===== src/clkd_defines.svh =====
// register offsets, field positions and reset values of the clock control
`ifndef CLKD_DEFINES_SVH
`define CLKD_DEFINES_SVH

`define CLKD_NUM_BANKS 5
`define CLKD_ADDR_W 12

`define CLKD_CONFIG_OFS 12'h000
`define CLKD_STATUS_OFS 12'h004

`define CLKD_CFG_BANK_DIS_LSB 0
`define CLKD_CFG_PLL_DIS 5
`define CLKD_CFG_STOP_LEVEL 6
`define CLKD_CFG_STOP_GATED 7
`define CLKD_CFG_W 8
`define CLKD_CFG_RESET 8'h00

`define CLKD_ST_LOCK 0
`define CLKD_ST_PLL_ACTIVE 1
`define CLKD_ST_BYPASS 2
`define CLKD_ST_POWER_DOWN 3
`define CLKD_ST_GATED 4
`define CLKD_ST_STOP_LEVEL 5
`define CLKD_ST_JTAG_SEL 6
`define CLKD_ST_BANK_EN_LSB 8

`define CLKD_RDATA_RESET 32'h0000_0000

`endif


===== src/clkd_pkg.sv =====
// types shared by the clock control modules
package clkd_pkg;

   // output state of one bank; gray coded along run -> stopped
   typedef enum logic [1:0] {
      CLKD_BANK_RUN = 2'b00,
      CLKD_BANK_STOPPING = 2'b01,
      CLKD_BANK_STOPPED = 2'b11
   } clkd_bank_state_t;

   typedef enum logic [1:0] {
      CLKD_STOP_TRISTATE = 2'b00,
      CLKD_STOP_GATED_HIGH = 2'b01,
      CLKD_STOP_GATED_LOW = 2'b11
   } clkd_stop_kind_t;

endpackage


===== src/clkd_apb_regs.sv =====
// apb slave holding the configuration bits and reading back status
`timescale 1ns/10ps
`include "clkd_defines.svh"
module clkd_apb_regs
   import clkd_pkg::*;
#(
   parameter int ADDR_W = `CLKD_ADDR_W,
   parameter int CFG_W = `CLKD_CFG_W
) (
   input wire logic mclk_in,
   input wire logic reset_n_in,
   input wire logic psel_in,
   input wire logic penable_in,
   input wire logic pwrite_in,
   input wire logic [ADDR_W-1:0] paddr_in,
   input wire logic [31:0] pwdata_in,
   input wire logic [3:0] pstrb_in,
   input wire logic [31:0] status_in,
   output logic [31:0] prdata_out,
   output logic pready_out,
   output logic pslverr_out,
   output logic [CFG_W-1:0] config_out
);

   logic access;
   logic hit_config;
   logic hit_status;

   assign access = psel_in & penable_in;
   assign hit_config = (paddr_in == `CLKD_CONFIG_OFS);
   assign hit_status = (paddr_in == `CLKD_STATUS_OFS);
   // zero wait states: every access completes on its first access cycle
   assign pready_out = 1'b1;
   assign pslverr_out = access & ~(hit_config | hit_status);

   // =============================================
   // configuration register
   always_ff @(posedge mclk_in or negedge reset_n_in) begin
      if (!reset_n_in) begin
         config_out <= `CLKD_CFG_RESET;
      end else if (access && pwrite_in && hit_config && pstrb_in[0]) begin
         config_out <= pwdata_in[CFG_W-1:0];
      end
   end

   // =============================================
   // read data decode
   logic [31:0] next_rdata;
   always_comb begin
      next_rdata = `CLKD_RDATA_RESET;
      if (hit_config) begin
         next_rdata[CFG_W-1:0] = config_out;
      end else if (hit_status) begin
         next_rdata = status_in;
      end
   end

   // combinational read keeps the zero-wait answer honest
   assign prdata_out = (access && !pwrite_in) ? next_rdata
                                              : `CLKD_RDATA_RESET;

endmodule


===== src/clkd_bank_gate.sv =====
// one output bank: synchronous stop and choice of stopped state
`timescale 1ns/10ps
`include "clkd_defines.svh"
module clkd_bank_gate
   import clkd_pkg::*;
#(
   parameter int WIDTH = 2
) (
   input wire logic mclk_in,
   input wire logic reset_n_in,
   input wire logic clk_src_in,
   input wire logic stop_req_in,
   input wire logic force_stop_in,
   input wire clkd_stop_kind_t stop_kind_in,
   output logic [WIDTH-1:0] q_out,
   output logic [WIDTH-1:0] q_oe_out,
   output logic enabled_out
);

   clkd_bank_state_t state;
   clkd_bank_state_t next_state;

   // stop on request and restart only while the source is low so no runt pulse leaves; force_stop_in stops at any source level
   always_comb begin
      next_state = state;
      unique case (state)
         CLKD_BANK_RUN: begin
            if (stop_req_in) begin
               next_state = CLKD_BANK_STOPPING;
            end
         end
         CLKD_BANK_STOPPING: begin
            if (!stop_req_in) begin
               next_state = CLKD_BANK_RUN;
            end else if (!clk_src_in) begin
               next_state = CLKD_BANK_STOPPED;
            end
         end
         CLKD_BANK_STOPPED: begin
            if (!stop_req_in && !clk_src_in) begin
               next_state = CLKD_BANK_RUN;
            end
         end
         default: begin
            next_state = CLKD_BANK_STOPPED;
         end
      endcase
      if (force_stop_in) begin
         next_state = CLKD_BANK_STOPPED;
      end
   end

   always_ff @(posedge mclk_in or negedge reset_n_in) begin
      if (!reset_n_in) begin
         state <= CLKD_BANK_STOPPED;
      end else begin
         state <= next_state;
      end
   end

   // output data and enables from flip-flops
   always_ff @(posedge mclk_in or negedge reset_n_in) begin
      if (!reset_n_in) begin
         q_out <= '0;
         q_oe_out <= '0;
      end else if (next_state != CLKD_BANK_STOPPED) begin
         q_out <= {WIDTH{clk_src_in}};
         q_oe_out <= '1;
      end else begin
         unique case (stop_kind_in)
            CLKD_STOP_GATED_HIGH: begin
               q_out <= '1;
               q_oe_out <= '1;
            end
            CLKD_STOP_GATED_LOW: begin
               q_out <= '0;
               q_oe_out <= '1;
            end
            CLKD_STOP_TRISTATE: begin
               q_out <= '0;
               q_oe_out <= '0;
            end
            default: begin
               q_out <= '0;
               q_oe_out <= '0;
            end
         endcase
      end
   end

   assign enabled_out = (state == CLKD_BANK_RUN);

endmodule


===== src/clkd_top.sv =====
// output, bypass, power-down, lock and programming-port control
//
// Our own choices: the APB register port and the address map.
`timescale 1ns/10ps
`include "clkd_defines.svh"
module clkd_top
   import clkd_pkg::*;
#(
   parameter int NUM_BANKS = `CLKD_NUM_BANKS,
   parameter int ADDR_W = `CLKD_ADDR_W
) (
   input wire logic mclk_in,
   input wire logic reset_n_in,
   // apb register port
   input wire logic psel_in,
   input wire logic penable_in,
   input wire logic pwrite_in,
   input wire logic [ADDR_W-1:0] paddr_in,
   input wire logic [31:0] pwdata_in,
   input wire logic [3:0] pstrb_in,
   output logic [31:0] prdata_out,
   output logic pready_out,
   output logic pslverr_out,
   // control pins
   input wire logic pll_bypass_in,
   input wire logic power_down_n_in,
   input wire logic stop_mode_select_in,
   input wire logic [NUM_BANKS-1:0] bank_output_disable_in,
   input wire logic ref_select_in,
   input wire logic [1:0] ref_clk_in,
   // from the analog loop
   input wire logic pll_clk_in,
   input wire logic pll_locked_in,
   // programming port selection
   input wire logic test_reset_n_in,
   input wire logic interface_select_in,
   // clock outputs
   output logic [2*NUM_BANKS-1:0] bank_outputs_out,
   output logic [2*NUM_BANKS-1:0] bank_outputs_oe_out,
   output logic feedback_output_out,
   output logic feedback_output_n_out,
   output logic feedback_oe_out,
   // status and loop control
   output logic lock_out,
   output logic pll_enable_out,
   output logic input_enable_out,
   output logic jtag_select_out,
   output logic i2c_select_out,
   output logic tap_reset_n_out
);

   logic [`CLKD_CFG_W-1:0] config_bits;
   logic [31:0] status_word;
   logic pll_active;
   logic bypass;
   logic powered_down;
   logic gated;
   logic stop_level;
   logic ref_sel_clk;
   logic clk_src;
   logic [NUM_BANKS-1:0] bank_stop_req;
   logic [NUM_BANKS-1:0] bank_enabled;
   logic fb_enabled;
   logic [1:0] fb_q;
   logic [1:0] fb_oe;
   clkd_stop_kind_t bank_kind;
   clkd_stop_kind_t fb_kind;

   // =============================================
   // register bus
   clkd_apb_regs #(
      .ADDR_W(ADDR_W),
      .CFG_W(`CLKD_CFG_W)
   ) u_regs (
      .mclk_in(mclk_in),
      .reset_n_in(reset_n_in),
      .psel_in(psel_in),
      .penable_in(penable_in),
      .pwrite_in(pwrite_in),
      .paddr_in(paddr_in),
      .pwdata_in(pwdata_in),
      .pstrb_in(pstrb_in),
      .status_in(status_word),
      .prdata_out(prdata_out),
      .pready_out(pready_out),
      .pslverr_out(pslverr_out),
      .config_out(config_bits)
   );

   // =============================================
   // loop and power control
   assign pll_active = ~pll_bypass_in & ~config_bits[`CLKD_CFG_PLL_DIS];
   assign bypass = ~pll_active;
   assign powered_down = ~power_down_n_in;

   always_ff @(posedge mclk_in or negedge reset_n_in) begin
      if (!reset_n_in) begin
         pll_enable_out <= 1'b0;
         input_enable_out <= 1'b0;
      end else begin
         pll_enable_out <= pll_active & ~powered_down;
         input_enable_out <= ~powered_down;
      end
   end

   // =============================================
   // clock source: loop output, or the selected reference in bypass
   assign ref_sel_clk = ref_select_in ? ref_clk_in[1] : ref_clk_in[0];
   // inputs are off in power-down so nothing switches inside
   assign clk_src = powered_down ? 1'b0
                  : (bypass ? ref_sel_clk : pll_clk_in);

   // =============================================
   // stop mode
   assign gated = stop_mode_select_in
                | config_bits[`CLKD_CFG_STOP_GATED];
   assign stop_level = config_bits[`CLKD_CFG_STOP_LEVEL];

   always_comb begin
      if (!gated) begin
         bank_kind = CLKD_STOP_TRISTATE;
         fb_kind = CLKD_STOP_TRISTATE;
      end else if (!stop_level) begin
         bank_kind = CLKD_STOP_GATED_HIGH;
         fb_kind = CLKD_STOP_GATED_HIGH;
      end else begin
         bank_kind = CLKD_STOP_GATED_LOW;
         fb_kind = CLKD_STOP_GATED_LOW;
      end
   end

   // =============================================
   // output banks
   genvar b;
   generate
      for (b = 0; b < NUM_BANKS; b = b + 1) begin : g_bank
         assign bank_stop_req[b] = bank_output_disable_in[b]
            | config_bits[`CLKD_CFG_BANK_DIS_LSB + b];
         clkd_bank_gate #(
            .WIDTH(2)
         ) u_bank (
            .mclk_in(mclk_in),
            .reset_n_in(reset_n_in),
            .clk_src_in(clk_src),
            .stop_req_in(bank_stop_req[b]),
            .force_stop_in(powered_down),
            .stop_kind_in(bank_kind),
            .q_out(bank_outputs_out[2*b+1:2*b]),
            .q_oe_out(bank_outputs_oe_out[2*b+1:2*b]),
            .enabled_out(bank_enabled[b])
         );
      end
   endgenerate

   // =============================================
   // feedback pair: the loop needs it, so only power-down stops it
   clkd_bank_gate #(
      .WIDTH(2)
   ) u_feedback (
      .mclk_in(mclk_in),
      .reset_n_in(reset_n_in),
      .clk_src_in(clk_src),
      .stop_req_in(powered_down),
      .force_stop_in(powered_down),
      .stop_kind_in(fb_kind),
      .q_out(fb_q),
      .q_oe_out(fb_oe),
      .enabled_out(fb_enabled)
   );

   assign feedback_output_out = fb_q[0];
   // complement is the inverse of the true output while driven; low, like the true output, when stopped tristate
   assign feedback_output_n_out = fb_oe[1] ? ~fb_q[1] : 1'b0;
   assign feedback_oe_out = fb_oe[0];

   // =============================================
   // lock indication
   always_ff @(posedge mclk_in or negedge reset_n_in) begin
      if (!reset_n_in) begin
         lock_out <= 1'b0;
      end else begin
         lock_out <= pll_locked_in & pll_active & ~powered_down;
      end
   end

   // =============================================
   // programming port selection; the tap reset is combinational
   // on purpose so that it acts without any clock
   assign jtag_select_out = interface_select_in;
   assign i2c_select_out = ~interface_select_in;
   assign tap_reset_n_out = test_reset_n_in & interface_select_in;

   // =============================================
   // status word
   always_comb begin
      status_word = `CLKD_RDATA_RESET;
      status_word[`CLKD_ST_LOCK] = lock_out;
      status_word[`CLKD_ST_PLL_ACTIVE] = pll_active;
      status_word[`CLKD_ST_BYPASS] = bypass;
      status_word[`CLKD_ST_POWER_DOWN] = powered_down;
      status_word[`CLKD_ST_GATED] = gated;
      status_word[`CLKD_ST_STOP_LEVEL] = stop_level;
      status_word[`CLKD_ST_JTAG_SEL] = interface_select_in;
      status_word[`CLKD_ST_BANK_EN_LSB +: NUM_BANKS] = bank_enabled;
   end

endmodule


===== config.mk =====
export PLATFORM = sky130hd
export DESIGN_NAME = clkd_top
export DESIGN_NICKNAME = d
export VERILOG_FILES = /design/src/clkd_pkg.sv /design/src/clkd_apb_regs.sv /design/src/clkd_bank_gate.sv /design/src/clkd_top.sv
export VERILOG_INCLUDE_DIRS = /design/src
export SDC_FILE = /design/constraint.sdc
export NUM_CORES = 1
export LEC_CHECK = 0
export BUFFER_PORTS_ARGS = -buffer_cell sky130_fd_sc_hd__buf_2
export CAP_MARGIN = 0
export CORE_MARGIN = 3
export CORE_UTILIZATION = 43
export CTS_BUF_LIST = sky130_fd_sc_hd__clkbuf_2 sky130_fd_sc_hd__clkbuf_4 sky130_fd_sc_hd__clkbuf_8
export DETAILED_ROUTE_END_ITERATION = 6
export GPL_TIMING_DRIVEN = 1
export PLACE_DENSITY = 0.83
export SYNTH_ARGS = -nofsm -noshare
export SYNTH_HDL_FRONTEND = slang
export SYNTH_SLANG_ARGS = --single-unit

===== constraint.sdc =====
create_clock -name mclk_in -period 2 [get_ports mclk_in]
set_input_delay 0.2 -clock mclk_in [delete_from_list [all_inputs] [get_ports mclk_in]]
set_output_delay 0.2 -clock mclk_in [all_outputs]
set_load 0.03 [all_outputs]

# Word level (Yosys, flattened, before mapping)
# Cells that the tools add are included.
word_totals:
  word_cells: 146
  mem_count: 0
  ramBits: 0
  rom_bits: 0
  latchBits: 0
  register_bits: 47
  inputBits: 68
  out_inout_bits: 63
op_classes:
  n_eq_ne: 21
  n_div: 0
  n_mul: 0
  mux: 57
  n_shift: 0
  reduce_logical: 25
  add_sub_neg: 0
  n_bitwise: 21
  order_cmp: 0
ops:
  columns: ["op", "n"]
  rows:
  - ["$mux W2", 43]
  - ["$pmux W2 S3", 6]
  - ["$mux W13", 2]
  - ["$eq A2 B1 Y1 const B", 7]
  - ["$eq A2 B2 Y1 const B", 7]
  - ["$eq A12 B3 Y1 const B", 1]
  - ["$logic_not A12 Y1", 1]
  - ["$logic_not A2 Y1", 6]
  - ["$ne A2 B2 Y1 const B", 6]
  - ["$logic_and A1 B1 Y1", 10]
  - ["$mux W8", 1]
  - ["$and A1 B1 Y1", 7]
  - ["$logic_not A1 Y1", 7]
  - ["$not A1 Y1", 7]
  - ["$or A1 B1 Y1", 7]
  - ["$mux W5", 1]
  - ["$mux W1", 4]
  - ["$reduce_or A2 Y1", 1]

# Logic depth before layout (Yosys ltp)
depth:
  ltp_word: 11
  ltp_mapped: 5
  depth_no_buf: 4

# Cells and area by module
# A second synthesis with hierarchy kept.
unflattened:
  hier_cells: 204
  area_unflattened_um2: 2102.0
modules_own_cells:
  columns: ["module", "cells_each", "area_per_inst_um2", "instances"]
  rows:
  - ["clkd_bank_gate", 18, 201.4, 6]
  - ["clkd_apb_regs", 73, 698.2, 1]
  - ["clkd_top", 23, 195.2, 1]

# Worst setup path after synthesis
# No wires, ideal clock.
synth_path:
  kind: "input-to-output"
  start: "in paddr_in[1]"
  end: "out prdata_out[12]"
  arrival_time_ns: 2.156
  setup_slack_ns: -0.356
  n_path_buf: 0
  cell_stages: 4
  cell_sequence: "nor4_1 > nand3_1 > or3_4 > nor4b_1"
synth_between:
  elab_chain_cells: 4
  word_cells_on_any_way: 5
  cone_classes: "1 x eq/ne; 3 x mux; 1 x reduce/logical"
synth_lines:
  columns: ["item", "line", "text"]
  rows:
  - ["start, declared", "clkd_top.sv:18", "input wire logic [ADDR_W-1:0] paddr_in,"]
  - ["$eq A12 B3 Y1 (no line)", null, null]
  - ["$mux W13", "clkd_apb_regs.sv:53", "end else if (hit_status) begin"]
  - ["$mux W5 (*)", "clkd_apb_regs.sv:51", "if (hit_config) begin"]
  - ["$mux W13 (no line) (*)", null, null]
  - ["end, declared", "clkd_top.sv:21", "output logic [31:0] prdata_out,"]
# Mark *: on every way between the ends. The rest lies on a longest branch, timed or not.

# Final worst setup path
# Same ends and word-level chain as after synthesis.

==> impl_metrics.toml <==
[logic_synthesis]
synth_edf_count = 0
yosys_warnings = 0
synthDistinctLibCells = 32
netlist_instances = 196
yosysTopAreaCell = "dfrtp_1"
synth-seq-cells = 35
avgSynthCellArea_um2 = 9.710
synthTopCellsByArea = "dfrtp_1 (30%), dfstp_2 (17%), buf_4 (12%), nor2_1 (5.7%), mux2i_1 (5.3%)"
async_flop_share = 1.000
synth_top_area_share = 0.3024
synth_area_um2 = 1903
synthFlopType = "dfrtp_1"
yosysSeqAreaShare = 0.4681

[drt]
routed_via_density = 4.924
first_iter_violations = 152
drc = 0
drtPass1Iterations = 4
drt.antenna.violating_nets = 0
vias = 1610
wl_um = 4571
routedWlPerCell_um = 13.98

[placement]
gp_congestion = 0.8160
port_buffers = 83
placed_cells = 318
dp_hpwl_um = 3346

[clock_tree]
clockRootBuffer = "clkbuf_8"
postCtsSetupBuffers = 0
clk_latency_ns = 0.29
h-tree-depth = 2
clockBufferDepth = 2
numCtsBuffers = 5
clk_pin_slew_ns = 0.06
cts_tree = "built"
cts_sinks = 35

[global_route]
grt_pass1_wl_um = 7017
grt_max_degree = 36
grt_pass1_vias = 1505
overflow = 0
antenna_found_initial = 0
grt_usage = 0.1768

[hold_path]
min_path_type = "primary input to flop"

[power]
irDropWorstVdd_v = 0.0004103
p_leak_nw = 1.233
p_per_area_nw_per_um2 = 711.4

[sta]
worst_slew_pin_slew_ns = 0.7560
fmax_ghz = 0.5212
relSlewSlack = 0.4960
hold_viol = 0
fin_tns_setup_ns = 0
finalCriticalPeriod_ns = 1.919
min_period_over_period = 0.9594
report.final.slew_viol_count = 0
rsz0062_at_grt = "true"
skew_ns = 0.005641
setup_viol = 0

[floorplan]
ios = 131
start_util = 0.4592
die_h_um = 72.53
dieWidth_um = 72.53
die_area_um2 = 5260
core_region_area_um2 = 4144
num_rows = 23

[setup_path]
crit_arrival_ns = 1.72
worstPathRequired_ns = 1.80
worstPathMaxFanout = 9
startpoint_type = "primary input"
crit_type = "primary input to primary output"
crit_path_end_kind = "primary output"

[cells_and_area]
layout.cells.non_filler = 327
area_growth_pct = 27.02
final_cell_mix = "buf_2 (78), nor2_1 (29), dfrtp_1 (23)"
antenna_cells = 0
layout.nets = 344
final_common_cell = "buf_2"
drive_above_1_share = 0.4621

[run]
drv_cap = 0

[outcome]
outcome = "finished, final reports clean"
cell type report:
cell class / instances / area (µm²)
fill: 388 / 1727
clock inverter: 1 / 5.005
clock buffer: 7 / 83.83
inverter: 3 / 11.26
timing repair buffer: 91 / 490.5
tap: 50 / 62.56
multi-input combinational: 140 / 873.3
sequential: 35 / 890.9
layer usage:
metal | vias to the layer above | part of all wire | track usage
li1 | 776 | - | -
met1 | 756 | 0.40 | 0.2118
met2 | 65 | 0.51 | 0.2966
met3 | 13 | 0.062 | 0.04017
met4 | 0 | 0.023 | 0.08811
met5 | - | 0 | 0
stage by stage:
step	util	instance area (µm²)	power [mW]	setup slack, ns	hold WS, ns
6_report	0.5833	2417	1.720	0.08118	0.1004
5_1_grt	0.5833	2417	1.806	-0.01137	0.09510
4_1_cts	0.5752	2384	1.728	0.04005	0.09563
3_5_place_dp	0.5477	2270	1.205	-0.03095	0.3087
3_3_place_gp	0.5477	2270	1.198	0.02351	0.3080
2_1_floorplan	-	1998	1.125	-0.3557	-0.09559
logic make-up after synthesis:
| kind of cell | count (synthesis) | share of synthesized area |
|---|---|---|
| AO/OA/AOI/OAI | 30 | 0.09205 |
| AND/OR/NAND/NOR | 72 | 0.1940 |
| other | 2 | 0.003946 |
| flip-flops | 35 | 0.4681 |
| buffers and inverters | 39 | 0.1420 |
| multiplexers | 18 | 0.09994 |
synthesized netlist by cell type, drive strengths merged, types with 3 or more instances:
master / n
a21oi: 7
dfstp: 12
nand2: 19
o21ai: 13
mux2: 8
nor4: 3
clkbuf: 4
nor2: 29
dfrtp: 23
o211ai: 5
nor4b: 5
mux2i: 10
buf: 32
nor3: 7
worst max-delay path: stages:
cell     delay, ns
buf_2         0.11
nor4_4        0.28
nand3_1       0.13
or3_4         0.45
nor4b_1       0.32
buf_4         0.22
flip-flops by register name (all words and copies together), names as in the netlist, 2 cells and up:
register                flops
g_bank.u_bank.q_oe_out      5
g_bank.u_bank.q_out         5
g_bank.u_bank.state        10
u_feedback.state            2
u_regs.config_out           8
path summary, 6_finish.rpt:
kind / from / endpoint / slack, ns / depth (start not counted)
max: paddr_in[1] / prdata_out[12] / 0.08 / 6
min: pll_bypass_in / pll_enable_out / 0.10 / 2
max reg2reg: u_regs.config_out[5] / g_bank[1].u_bank.q_oe_out[0] / 0.30 / 4
min reg2reg: g_bank[4].u_bank.state[1] / g_bank[4].u_bank.state[0] / 0.47 / 2
max in group asynchronous: reset_n_in / g_bank[4].u_bank.q_oe_out[0] / 1.00 / 2
min in group asynchronous: reset_n_in / g_bank[1].u_bank.q_out[0] / 0.52 / 2
timing repair:
action / CTS / global route
setup endpoints to repair: 5 / 8
hold endpoints to repair: 8 / 0
hold buffers: 1 / 0
gates resized for setup: 3 / 8
power breakdown:
group | switching, mW | internal [mW]
logic | 0.285 | 0.119
registers | 0.0303 | 0.768
clock network | 0.246 | 0.271
Power figures use the tool's default switching activity.
